[src/include/bgc_pkg.sv]
// Constants shared by the bridge gate control block.
package bgc_pkg;

   // ****************************************************************
   // Sizes
   // ****************************************************************
   localparam int unsigned BGC_NHB   = 3;
   localparam int unsigned BGC_NDRV  = 6;
   localparam int unsigned BGC_NEVT  = 10;
   localparam int unsigned BGC_AW    = 8;

   // ****************************************************************
   // Register offsets
   // ****************************************************************
   localparam logic [7:0] BGC_OFS_ENABLE = 8'h00;
   localparam logic [7:0] BGC_OFS_CTRL   = 8'h04;
   localparam logic [7:0] BGC_OFS_MAP    = 8'h08;
   localparam logic [7:0] BGC_OFS_STAT   = 8'h0c;
   localparam logic [7:0] BGC_OFS_IEN    = 8'h10;
   localparam logic [7:0] BGC_OFS_STATE  = 8'h14;

   // ****************************************************************
   // Field positions
   // ****************************************************************
   localparam int unsigned BGC_EN_DRV_POS  = 0;
   localparam int unsigned BGC_EN_CSA_POS  = 1;
   localparam int unsigned BGC_EN_CSC_POS  = 2;
   localparam int unsigned BGC_HB_EN_POS   = 0;
   localparam int unsigned BGC_HS_ON_POS   = 4;
   localparam int unsigned BGC_LS_ON_POS   = 8;
   localparam int unsigned BGC_HS_PWM_POS  = 12;
   localparam int unsigned BGC_LS_PWM_POS  = 16;
   localparam int unsigned BGC_MAP_STRIDE  = 4;
   localparam int unsigned BGC_ST_MODE_POS = 0;
   localparam int unsigned BGC_ST_SAFE_POS = 2;
   localparam int unsigned BGC_ST_STG_POS  = 3;
   localparam int unsigned BGC_ST_GATE_POS = 8;

   // ****************************************************************
   // Event numbers
   // ****************************************************************
   localparam int unsigned BGC_EVT_OVERCURRENT = 0;
   localparam int unsigned BGC_EVT_DS_MON      = 1;
   localparam int unsigned BGC_EVT_SEQ_ISSUE   = 2;
   localparam int unsigned BGC_EVT_CROSS_COND  = 3;
   localparam int unsigned BGC_EVT_ACT_DRIVER  = 4;
   localparam int unsigned BGC_EVT_PUMP_LOW    = 5;
   localparam int unsigned BGC_EVT_SUPPLY_OV   = 6;
   localparam int unsigned BGC_EVT_PUMP_OT     = 7;
   localparam int unsigned BGC_EVT_SUPPLY_LOW  = 8;
   localparam int unsigned BGC_EVT_PUMP_HIGH   = 9;

   // ****************************************************************
   // Reset values and counts
   // ****************************************************************
   localparam logic [2:0]  BGC_ENABLE_RST = 3'h0;
   localparam logic [31:0] BGC_CTRL_RST   = 32'h0000_0000;
   localparam logic [31:0] BGC_MAP_RST    = 32'h0065_4210;
   localparam logic [9:0]  BGC_IEN_RST    = 10'h000;
   localparam logic [9:0]  BGC_ACT_MASK   = 10'h010;
   localparam logic [9:0]  BGC_FAIL_MASK  = 10'h3ef;
   localparam logic [1:0]  BGC_FILT_TICKS = 2'h3;
   localparam logic [2:0]  BGC_SEL_OFF    = 3'h7;
   localparam logic [1:0]  BGC_SEL_C      = 2'h3;

   // ****************************************************************
   // Driver modes
   // ****************************************************************
   typedef enum logic [1:0] {
      BGC_MODE_OFF      = 2'b00,
      BGC_MODE_ACTIVE   = 2'b01,
      BGC_MODE_FAILSAFE = 2'b11,
      BGC_MODE_PWRDOWN  = 2'b10
   } bgc_mode_t;

endpackage

[src/verilog/bgc_top.sv]
// Bridge gate control: registers, driver control, event filtering and interrupt lines.
`timescale 1ns/1ps
`default_nettype none

module bgc_top (
   // Clock and reset.
   input  wire logic                         clk_i,
   input  wire logic                         rst_n_i,
   input  wire logic                         filter_blank_clock_i,
   // Register port.
   input  wire logic [bgc_pkg::BGC_AW-1:0]   reg_addr_i,
   input  wire logic [31:0]                  reg_wdata_i,
   input  wire logic                         reg_wr_i,
   input  wire logic                         reg_rd_i,
   output logic      [31:0]                  reg_rdata_o,
   // PWM inputs.
   input  wire logic [2:0]                   pwm_group_a_i,
   input  wire logic [2:0]                   pwm_group_b_i,
   input  wire logic [5:0]                   pwm_group_c_i,
   // System and safety inputs.
   input  wire logic                         shutdown_request_i,
   input  wire logic                         safe_enable_i,
   input  wire logic                         safe_shutdown_i,
   input  wire logic                         safe_off_fast_discharge_i,
   input  wire logic                         stop_request_i,
   input  wire logic                         sleep_request_i,
   input  wire logic                         fail_safe_i,
   // Converter monitoring flags.
   input  wire logic                         pump_out_low_flag_i,
   input  wire logic                         pump_out_high_flag_i,
   input  wire logic                         supply_low_flag_i,
   input  wire logic                         supply_high_flag_i,
   input  wire logic                         supply_pump_stage_flag_i,
   input  wire logic                         pump_overtemp_flag_i,
   // Protection detector inputs.
   input  wire logic                         overcurrent_det_i,
   input  wire logic                         ds_monitor_det_i,
   input  wire logic                         seq_issue_det_i,
   input  wire logic                         cross_cond_det_i,
   input  wire logic                         active_driver_det_i,
   // Gate driver controls.
   output logic      [bgc_pkg::BGC_NDRV-1:0] gate_charge_o,
   output logic      [bgc_pkg::BGC_NDRV-1:0] gate_current_en_o,
   output logic      [bgc_pkg::BGC_NDRV-1:0] gate_pulldown_o,
   output logic                              fast_discharge_o,
   output logic                              current_sense_amp_en_o,
   output logic                              current_sense_comp_en_o,
   // Events and requests.
   output logic      [bgc_pkg::BGC_NEVT-1:0] event_pulse_o,
   output logic                              supply_overvolt_wake_o,
   output logic                              active_driver_irq_o,
   output logic                              failure_irq_o
);
   import bgc_pkg::*;

   // ****************************************************************
   // Input synchronisers
   // ****************************************************************
   localparam int unsigned SYNC_W = 31;

   logic [SYNC_W-1:0] async_in;
   logic [SYNC_W-1:0] meta_q;
   logic [SYNC_W-1:0] sync_q;
   logic              fclk_prev_q;

   assign async_in = {pwm_group_a_i, pwm_group_b_i, pwm_group_c_i,
                      shutdown_request_i, safe_enable_i, safe_shutdown_i,
                      safe_off_fast_discharge_i, stop_request_i, sleep_request_i,
                      fail_safe_i, pump_out_low_flag_i, pump_out_high_flag_i,
                      supply_low_flag_i, supply_high_flag_i, supply_pump_stage_flag_i,
                      pump_overtemp_flag_i, filter_blank_clock_i, overcurrent_det_i,
                      ds_monitor_det_i, seq_issue_det_i, cross_cond_det_i,
                      active_driver_det_i};

   always_ff @(posedge clk_i) begin
      if (!rst_n_i) begin
         meta_q      <= '0;
         sync_q      <= '0;
         fclk_prev_q <= 1'b0;
      end else begin
         meta_q      <= async_in;
         sync_q      <= meta_q;
         fclk_prev_q <= sync_q[5];
      end
   end

   logic [2:0] pwm_a_s;
   logic [2:0] pwm_b_s;
   logic [5:0] pwm_c_s;
   logic       sd_s;
   logic       safe_en_s;
   logic       safe_sd_s;
   logic       fast_dis_s;
   logic       stop_s;
   logic       sleep_s;
   logic       fail_s;
   logic       stage_s;
   logic       fclk_tick;
   logic [9:0] evt_raw;

   assign pwm_a_s    = sync_q[30:28];
   assign pwm_b_s    = sync_q[27:25];
   assign pwm_c_s    = sync_q[24:19];
   assign sd_s       = sync_q[18];
   assign safe_en_s  = sync_q[17];
   assign safe_sd_s  = sync_q[16];
   assign fast_dis_s = sync_q[15];
   assign stop_s     = sync_q[14];
   assign sleep_s    = sync_q[13];
   assign fail_s     = sync_q[12];
   assign stage_s    = sync_q[7];
   assign fclk_tick  = sync_q[5] & ~fclk_prev_q;
   // Event sources in event-number order.
   assign evt_raw = {sync_q[10], sync_q[9], sync_q[6], sync_q[8], sync_q[11],
                     sync_q[0], sync_q[1], sync_q[2], sync_q[3], sync_q[4]};

   // ****************************************************************
   // Configuration registers
   // ****************************************************************
   logic       pwr_down;
   logic       cfg_clear;
   logic       wr_en;
   logic       wr_ctrl;
   logic       wr_map;
   logic [2:0] enable_q;
   logic [2:0] hb_en_q;
   logic [5:0] on_q;
   logic [5:0] pwm_q;
   logic [2:0] sel_q [BGC_NDRV];
   logic [9:0] ien_q;

   assign pwr_down  = stop_s | sleep_s;
   assign cfg_clear = !rst_n_i || pwr_down;
   assign wr_en     = reg_wr_i && !pwr_down;
   assign wr_ctrl   = wr_en && (reg_addr_i == BGC_OFS_CTRL);
   assign wr_map    = wr_en && (reg_addr_i == BGC_OFS_MAP) && (pwm_q == 6'h00);

   always_ff @(posedge clk_i) begin
      if (cfg_clear) begin
         enable_q <= BGC_ENABLE_RST;
         ien_q    <= BGC_IEN_RST;
      end else if (wr_en && reg_addr_i == BGC_OFS_ENABLE) begin
         enable_q <= reg_wdata_i[2:0];
      end else if (wr_en && reg_addr_i == BGC_OFS_IEN) begin
         ien_q    <= reg_wdata_i[9:0];
      end
   end

   always_ff @(posedge clk_i) begin
      if (cfg_clear) begin
         hb_en_q <= BGC_CTRL_RST[BGC_HB_EN_POS +: 3];
         on_q    <= '0;
         pwm_q   <= '0;
      end else if (wr_ctrl) begin
         hb_en_q <= reg_wdata_i[BGC_HB_EN_POS +: 3];
         on_q    <= {reg_wdata_i[BGC_LS_ON_POS +: 3], reg_wdata_i[BGC_HS_ON_POS +: 3]};
         pwm_q   <= {reg_wdata_i[BGC_LS_PWM_POS +: 3], reg_wdata_i[BGC_HS_PWM_POS +: 3]};
      end
   end

   // ****************************************************************
   // Driver mode
   // ****************************************************************
   bgc_mode_t mode_q;
   bgc_mode_t mode_d;

   always_comb begin
      if (pwr_down) begin
         mode_d = BGC_MODE_PWRDOWN;
      end else if (fail_s) begin
         mode_d = BGC_MODE_FAILSAFE;
      end else if (enable_q[BGC_EN_DRV_POS] && !sd_s && !safe_sd_s) begin
         mode_d = BGC_MODE_ACTIVE;
      end else begin
         mode_d = BGC_MODE_OFF;
      end
   end

   always_ff @(posedge clk_i) begin
      if (!rst_n_i) begin
         mode_q <= BGC_MODE_OFF;
      end else begin
         mode_q <= mode_d;
      end
   end

   logic drive_ok;
   logic pulldown_all;

   always_comb begin
      unique case (mode_q)
         BGC_MODE_OFF: begin
            drive_ok     = 1'b0;
            pulldown_all = 1'b1;
         end
         BGC_MODE_ACTIVE: begin
            drive_ok     = 1'b1;
            pulldown_all = 1'b0;
         end
         BGC_MODE_FAILSAFE: begin
            drive_ok     = 1'b0;
            pulldown_all = 1'b1;
         end
         BGC_MODE_PWRDOWN: begin
            drive_ok     = 1'b0;
            pulldown_all = 1'b1;
         end
      endcase
   end

   // ****************************************************************
   // Per-driver control and source selection
   // ****************************************************************
   logic [5:0] charge_d;
   logic [5:0] cur_en_d;
   logic [2:0] hb_ok;

   assign hb_ok = hb_en_q & {3{drive_ok && safe_en_s}};

   for (genvar k = 0; k < BGC_NDRV; k++) begin : g_drv
      localparam int unsigned HB = k % BGC_NHB;
      logic       src_sig;
      logic       pwm_eff;

      always_ff @(posedge clk_i) begin
         if (cfg_clear) begin
            sel_q[k] <= BGC_MAP_RST[k*BGC_MAP_STRIDE +: 3];
         end else if (wr_map) begin
            sel_q[k] <= reg_wdata_i[k*BGC_MAP_STRIDE +: 3];
         end
      end

      always_comb begin
         if (sel_q[k] == BGC_SEL_OFF) begin
            src_sig = 1'b0;
         end else if (sel_q[k][1:0] == BGC_SEL_C) begin
            src_sig = pwm_c_s[k];
         end else if (sel_q[k][2]) begin
            src_sig = pwm_b_s[sel_q[k][1:0]];
         end else begin
            src_sig = pwm_a_s[sel_q[k][1:0]];
         end
      end

      assign pwm_eff     = pwm_q[k] && !on_q[HB] && !on_q[HB+BGC_NHB];
      assign charge_d[k] = hb_ok[HB] && (on_q[k] || (pwm_eff && src_sig));
      assign cur_en_d[k] = hb_ok[HB];
   end

   always_ff @(posedge clk_i) begin
      if (!rst_n_i) begin
         gate_charge_o           <= '0;
         gate_current_en_o       <= '0;
         gate_pulldown_o         <= '1;
         fast_discharge_o        <= 1'b0;
         current_sense_amp_en_o  <= 1'b0;
         current_sense_comp_en_o <= 1'b0;
      end else begin
         gate_charge_o           <= charge_d;
         gate_current_en_o       <= cur_en_d;
         gate_pulldown_o         <= ~cur_en_d | {BGC_NDRV{pulldown_all}};
         fast_discharge_o        <= fast_dis_s && (safe_sd_s || !safe_en_s);
         current_sense_amp_en_o  <= enable_q[BGC_EN_CSA_POS] && !pwr_down;
         current_sense_comp_en_o <= enable_q[BGC_EN_CSC_POS] && !pwr_down;
      end
   end

   // ****************************************************************
   // Event filtering and status
   // ****************************************************************
   logic [9:0] evt_qual;
   logic [9:0] evt_prev_q;
   logic [9:0] evt_set;
   logic [9:0] stat_q;

   for (genvar e = 0; e < BGC_NEVT; e++) begin : g_evt
      logic [1:0] cnt_q;

      always_ff @(posedge clk_i) begin
         if (!rst_n_i || !evt_raw[e]) begin
            cnt_q <= '0;
         end else if (fclk_tick && cnt_q != BGC_FILT_TICKS) begin
            cnt_q <= cnt_q + 2'h1;
         end
      end

      assign evt_qual[e] = (cnt_q == BGC_FILT_TICKS);
   end

   assign evt_set = evt_qual & ~evt_prev_q;

   always_ff @(posedge clk_i) begin
      if (!rst_n_i) begin
         evt_prev_q    <= '0;
         event_pulse_o <= '0;
      end else begin
         evt_prev_q    <= evt_qual;
         event_pulse_o <= evt_set;
      end
   end

   always_ff @(posedge clk_i) begin
      if (cfg_clear) begin
         stat_q <= '0;
      end else if (wr_en && reg_addr_i == BGC_OFS_STAT) begin
         stat_q <= (stat_q & ~reg_wdata_i[9:0]) | evt_set;
      end else begin
         stat_q <= stat_q | evt_set;
      end
   end

   always_ff @(posedge clk_i) begin
      if (!rst_n_i) begin
         active_driver_irq_o    <= 1'b0;
         failure_irq_o          <= 1'b0;
         supply_overvolt_wake_o <= 1'b0;
      end else begin
         active_driver_irq_o    <= |(stat_q & ien_q & BGC_ACT_MASK);
         failure_irq_o          <= |(stat_q & ien_q & BGC_FAIL_MASK);
         supply_overvolt_wake_o <= evt_qual[BGC_EVT_SUPPLY_OV] && mode_q != BGC_MODE_ACTIVE;
      end
   end

   // ****************************************************************
   // Register read port
   // ****************************************************************
   logic [31:0] rd_d;
   logic [31:0] map_rd;

   always_comb begin
      map_rd = '0;
      for (int k = 0; k < BGC_NDRV; k++) begin
         map_rd[k*BGC_MAP_STRIDE +: 3] = sel_q[k];
      end
   end

   always_comb begin
      rd_d = '0;
      unique case (reg_addr_i)
         BGC_OFS_ENABLE: rd_d[2:0] = enable_q;
         BGC_OFS_CTRL: begin
            rd_d[BGC_HB_EN_POS +: 3]  = hb_en_q;
            rd_d[BGC_HS_ON_POS +: 3]  = on_q[2:0];
            rd_d[BGC_LS_ON_POS +: 3]  = on_q[5:3];
            rd_d[BGC_HS_PWM_POS +: 3] = pwm_q[2:0];
            rd_d[BGC_LS_PWM_POS +: 3] = pwm_q[5:3];
         end
         BGC_OFS_MAP:  rd_d = map_rd;
         BGC_OFS_STAT: rd_d[9:0] = stat_q;
         BGC_OFS_IEN:  rd_d[9:0] = ien_q;
         BGC_OFS_STATE: begin
            rd_d[BGC_ST_MODE_POS +: 2] = mode_q;
            rd_d[BGC_ST_SAFE_POS]      = safe_en_s;
            rd_d[BGC_ST_STG_POS]       = stage_s;
            rd_d[BGC_ST_GATE_POS +: 6] = gate_charge_o;
         end
         default: rd_d = '0;
      endcase
   end

   always_ff @(posedge clk_i) begin
      if (!rst_n_i) begin
         reg_rdata_o <= '0;
      end else if (reg_rd_i) begin
         reg_rdata_o <= rd_d;
      end else begin
         reg_rdata_o <= '0;
      end
   end
endmodule

`default_nettype wire

[config.mk]
export PLATFORM = sky130hd
export DESIGN_NAME = bgc_top
export DESIGN_NICKNAME = d
export VERILOG_FILES = /design/src/include/bgc_pkg.sv /design/src/verilog/bgc_top.sv
export SDC_FILE = /design/constraint.sdc
export NUM_CORES = 1
export LEC_CHECK = 0
export ABC_AREA = 1
export BUFFER_PORTS_ARGS = -buffer_cell sky130_fd_sc_hd__clkbuf_2
export CORE_MARGIN = 4
export CORE_UTILIZATION = 55
export CTS_BUF_LIST = sky130_fd_sc_hd__clkbuf_4 sky130_fd_sc_hd__clkbuf_8 sky130_fd_sc_hd__clkbuf_16
export DETAILED_ROUTE_END_ITERATION = 16
export PLACE_DENSITY = 0.77
export SETUP_SLACK_MARGIN = 0.5
export SLEW_MARGIN = 20
export SYNTH_ARGS = -nofsm -noshare
export SYNTH_HDL_FRONTEND = slang
export SYNTH_SLANG_ARGS = --single-unit
[constraint.sdc]
create_clock -name clk_i -period 2.4 [get_ports clk_i]
set_clock_uncertainty 0.15 [all_clocks]
set_input_delay 0.12 -clock clk_i [delete_from_list [all_inputs] [get_ports clk_i]]
set_output_delay 0.12 -clock clk_i [all_outputs]
set_load 0.005 [all_outputs]
==> impl_results.html <==
<table>
<tr><th>Metric</th><th>Value</th></tr>
<tr><th colspan="2">Outcome</th></tr>
<tr><td>Outcome</td><td>finished, final reports clean</td></tr>
<tr><th colspan="2">Min path</th></tr>
<tr><td>Worst min-delay path class</td><td>in -&gt; reg</td></tr>
<tr><td>Number of stages on the worst hold path</td><td>5</td></tr>
<tr><th colspan="2">CTS</th></tr>
<tr><td>H-tree Lvls</td><td>4</td></tr>
<tr><td>CTS tree</td><td>yes</td></tr>
<tr><td>Number of resized instances in the post-cts repair step</td><td>0</td></tr>
<tr><td>Clock buffers created by TritonCTS</td><td>17</td></tr>
<tr><td>Clk_lat worst skew</td><td>around 0.43 ns</td></tr>
<tr><td>Buffer depth of the longest clock path</td><td>2</td></tr>
<tr><td>Clock transition at the register clock pins on the worst setup and hold paths after CTS</td><td>0.07 ns</td></tr>
<tr><td>Number of sinks handled by clock tree synthesis</td><td>200</td></tr>
<tr><td>Root buf cell</td><td>clkbuf_16</td></tr>
<tr><th colspan="2">Pwr</th></tr>
<tr><td>Fraction of power consumed by combinational cells</td><td>5.7%</td></tr>
<tr><td>Flop pwr share</td><td>52.5%</td></tr>
<tr><td>Net Sw Power</td><td>between 0.001 and 0.0015 W</td></tr>
<tr><td>Maximum VDD drop</td><td>0.000584 V</td></tr>
<tr><td>Total internal power</td><td>just over 0.005 W</td></tr>
<tr><td>Leakage power of the design</td><td>4.81 nW</td></tr>
<tr><td>Sw frac</td><td>between 20% and 30%</td></tr>
<tr><td>Share of power burned in the clock network</td><td>41.8%</td></tr>
<tr><td>Power per cell area</td><td>around 680 mW/mm^2</td></tr>
<tr><th colspan="2">Critical path</th></tr>
<tr><td>Chain of cells forming the critical path</td><td>nor2_4, inv_1, nor2_4, buf_4, inv_1, a21oi_1</td></tr>
<tr><td>Startpoint-to-endpoint class of the critical path</td><td>reg -&gt; reg</td></tr>
<tr><td>CP startpoint kind</td><td>flip-flop</td></tr>
<tr><td>Path depth of the worst reg2reg path</td><td>6</td></tr>
<tr><td>Worst path required time</td><td>2.61 ns</td></tr>
<tr><td>Slack of the worst reg-to-reg path</td><td>0.61 ns</td></tr>
<tr><td>Delay of the slowest cell on the worst path</td><td>0.32 ns</td></tr>
<tr><td>Crit path DAT</td><td>2.00 ns</td></tr>
<tr><td>Biggest fanout along the worst timing path</td><td>15</td></tr>
<tr><td>Slowest cell on the critical path</td><td>dfxtp_1</td></tr>
<tr><td>Type of element capturing the critical path</td><td>flip-flop</td></tr>
<tr><th colspan="2">Floorplan</th></tr>
<tr><td>Floorplan row count</td><td>43</td></tr>
<tr><td>Die area</td><td>0.0163 sq mm</td></tr>
<tr><td>Core Footprint</td><td>~0.014 sq mm</td></tr>
<tr><td>Vertical die dimension</td><td>128 um</td></tr>
<tr><td>Die boundary width</td><td>128 um</td></tr>
<tr><td>Initial core utilization</td><td>56.5%</td></tr>
<tr><td>Num ports</td><td>141</td></tr>
<tr><th colspan="2">Synth</th></tr>
<tr><td>Number of distinct standard cells referenced by the synthesized netlist</td><td>34</td></tr>
<tr><td>Post-synthesis instance area</td><td>roughly 0.0079 sq mm</td></tr>
<tr><td>Number of storage elements in the synthesis netlist</td><td>200</td></tr>
<tr><td>Sequential element share of the synthesized area</td><td>a little over half</td></tr>
<tr><td>Synth warnings</td><td>0</td></tr>
<tr><td>Count of mapped cells out of synthesis</td><td>~990</td></tr>
<tr><td>Mean cell area of the mapped netlist</td><td>7.98 sq um</td></tr>
<tr><th colspan="2">Cells and area</th></tr>
<tr><td>Fraction of final layout cells sized beyond drive strength 1</td><td>19.2%</td></tr>
<tr><td>Commonest cells after routing, fill and taps aside</td><td>nand2_1, dfxtp_1, inv_1, clkbuf_2, a21oi_1</td></tr>
<tr><td>Leading cell type in the layout, fill and taps excluded</td><td>nand2_1</td></tr>
<tr><td>ANT cells</td><td>0</td></tr>
<tr><td>Filler instances</td><td>1092</td></tr>
<tr><td>Area growth from synthesis to final layout</td><td>23.0%</td></tr>
<tr><td>Layout Nets</td><td>around 1.2k</td></tr>
<tr><th colspan="2">Placed design</th></tr>
<tr><td>Pre-CTS worst setup slack</td><td>approximately 0.55 ns</td></tr>
<tr><td>DP Wirelength</td><td>13000 um</td></tr>
<tr><td>Weighted congestion reported at the end of routability-driven placement</td><td>0.965</td></tr>
<tr><td>Count of buffers inserted at the top-level ports</td><td>117</td></tr>
<tr><th colspan="2">Global routing</th></tr>
<tr><td>Met2 track utilization from global routing</td><td>38.4%</td></tr>
<tr><td>Global Route met1 Usage</td><td>30.2%</td></tr>
<tr><td>Initial antenna violation count</td><td>0</td></tr>
<tr><td>Total routing resource utilization after global routing</td><td>23.5%</td></tr>
<tr><td>Maximum number of pins on one net before global-route repair</td><td>73</td></tr>
<tr><td>First-pass GRT wire length</td><td>29800 um</td></tr>
<tr><td>Met3 layer usage reported by global route</td><td>5.75%</td></tr>
<tr><td>Number of global-route vias before repair</td><td>approximately 6.3k</td></tr>
<tr><td>Peak-usage layer in the global routing report</td><td>met2</td></tr>
<tr><td>Overall overflow remaining after global route</td><td>0</td></tr>
<tr><th colspan="2">STA</th></tr>
<tr><td>Final critical path time including I/O delays and setup</td><td>approximately 1.8 ns</td></tr>
<tr><td>Final setup vio count</td><td>0</td></tr>
<tr><td>Max-slew violation count</td><td>0</td></tr>
<tr><td>Final hold violation count</td><td>0</td></tr>
<tr><td>Final worst setup slack</td><td>approximately 0.61 ns</td></tr>
<tr><td>Worst slew pin tran</td><td>approximately 0.68 ns</td></tr>
<tr><td>Unrepaired setup endpoints after global routing</td><td>no</td></tr>
<tr><td>Period Utilization, post-route</td><td>74.5%</td></tr>
<tr><td>Relative slew slack</td><td>55.0%</td></tr>
<tr><td>Maximum clock frequency</td><td>559 MHz</td></tr>
<tr><td>Final setup TNS</td><td>0 ns</td></tr>
<tr><th colspan="2">Flow run</th></tr>
<tr><td>Count of maximum capacitance violations</td><td>0</td></tr>
<tr><th colspan="2">Drt</th></tr>
<tr><td>Via count</td><td>approximately 6.6k</td></tr>
<tr><td>Final Routed Wirelength</td><td>18600 um</td></tr>
<tr><td>DRT iter0 DRCs</td><td>557</td></tr>
<tr><td>Count of nets left with antenna violations after detail routing</td><td>0</td></tr>
<tr><td>Drt via density</td><td>4.90</td></tr>
<tr><td>Routed length per placed instance</td><td>13.8 um</td></tr>
<tr><td>First-pass detailed-route iteration total</td><td>6</td></tr>
<tr><td>DRC errors left</td><td>0</td></tr>
</table>
registers in the layout, indices dropped and copies added (netlist names), 2 cells and up:
register and cells:
g_evt.cnt_q 20, event_pulse_o 10, reg_rdata_o 21, enable_q 3, stat_q 10, on_q 6
gate_pulldown_o 3, ien_q 10, evt_prev_q 10, sync_q 31, pwm_q 6, mode_q 2
gate_charge_o 6, sel_q 18, gate_current_en_o 3, meta_q 31, hb_en_q 3
path summary, 6_finish.rpt:
path	to	from
hold / removal	reg_rdata_o[11]$_SDFF_PN0_	reg_addr_i[4]
hold reg to reg	event_pulse_o[0]$_SDFF_PN0_	evt_prev_q[0]$_SDFF_PN0_
setup / recovery	enable_q[0]$_SDFFE_PP0P_	sync_q[13]$_SDFF_PN0_
setup reg to reg	enable_q[0]$_SDFFE_PP0P_	sync_q[13]$_SDFF_PN0_
cell families (layout without fill, tap and decap cells):
kind of cell / after synthesis / after routing / share of synthesized area (%)
AND/OR/NAND/NOR: 443 / 443 / 25.9
other: 1 / 11 / 0.0476
buffers and inverters: 215 / 391 / 11.6
flip-flops: 200 / 200 / 53.1
AO/OA/AOI/OAI: 118 / 118 / 7.79
adder cells (fa/ha/maj): 10 / 10 / 1.59
cell type report:
cell class | count | area [sq um] | area share (%)
clock buffer | 21 | 485 | 5.01
tap | 180 | 225 | 2.33
clock inverter | 10 | 91.3 | 0.943
timing repair buffer | 184 | 1220 | 12.6
inverter | 176 | 661 | 6.82
multi-input combinational | 582 | 2820 | 29.1
sequential | 200 | 4180 | 43.2
power groups by stage:
stage / combinational [W] / sequential [W] / clock, W
global placement: 0.000294 / 0.00354 / 0
finish: 0.000376 / 0.00346 / 0.00275
global route: 0.000417 / 0.00347 / 0.00296
CTS: 0.000371 / 0.00346 / 0.00279
floorplan: 0.000198 / 0.00353 / 0
detailed placement: 0.000301 / 0.00354 / 0
repair_timing:
action                     in CTS  in global routing
hold endpoints to repair      102                  0
buffers inserted                0                  5
setup endpoints to repair       0                  8
hold buffers                   53                  0
metal layers:
layer	part of all wire, %	vias to the layer above
met5	0	-
met4	2.4	0
met3	8.7	41
met2	48	278
met1	41	2974
li1	-	3341
metrics by stage:
stage | area [sq um] | hold WS, ns | util, % | cells | total power (W)
2_1_floorplan | 7910 | 0.0676 | - | 997 | 0.00372
3_3_place_gp | 8540 | 0.151 | 61.3 | 1264 | 0.00383
3_5_place_dp | 8540 | 0.154 | 61.3 | 1264 | 0.00384
4_1_cts | 9650 | 0.00714 | 69.2 | 1348 | 0.00662
5_1_grt | 9680 | 0.0461 | 69.5 | 1353 | 0.00684
6_report | 9680 | 0.0300 | 69.5 | 1353 | 0.00659
cells in the mapped netlist (all sizes together):
| library cell | number | area share, % |
|---|---|---|
| or3b | 1 | 0.11 |
| inv | 176 | 8.4 |
| o22ai | 1 | 0.080 |
| dfxtp | 182 | 46 |
| a22o | 2 | 0.22 |
| nor3 | 4 | 0.40 |
| conb | 1 | 0.048 |
| nand3 | 68 | 4.5 |
| nand2 | 260 | 13 |
| edfxtp | 18 | 6.9 |
| o21ai | 39 | 2.5 |
| a21oi | 72 | 4.6 |
| o211ai | 4 | 0.38 |
| buf | 35 | 3.0 |
| ha | 10 | 1.6 |
| clkbuf | 4 | 0.19 |
| nor2 | 86 | 6.0 |
| or2 | 24 | 1.9 |
worst max-delay path: cells and delay by family, from the launching register on:
kind            cells  cell delay [ns]
simple gates        2             0.45
compound gates      1             0.21
buf+inv             3             0.58
flops               1             0.32
Power figures use the tool's default switching activity.
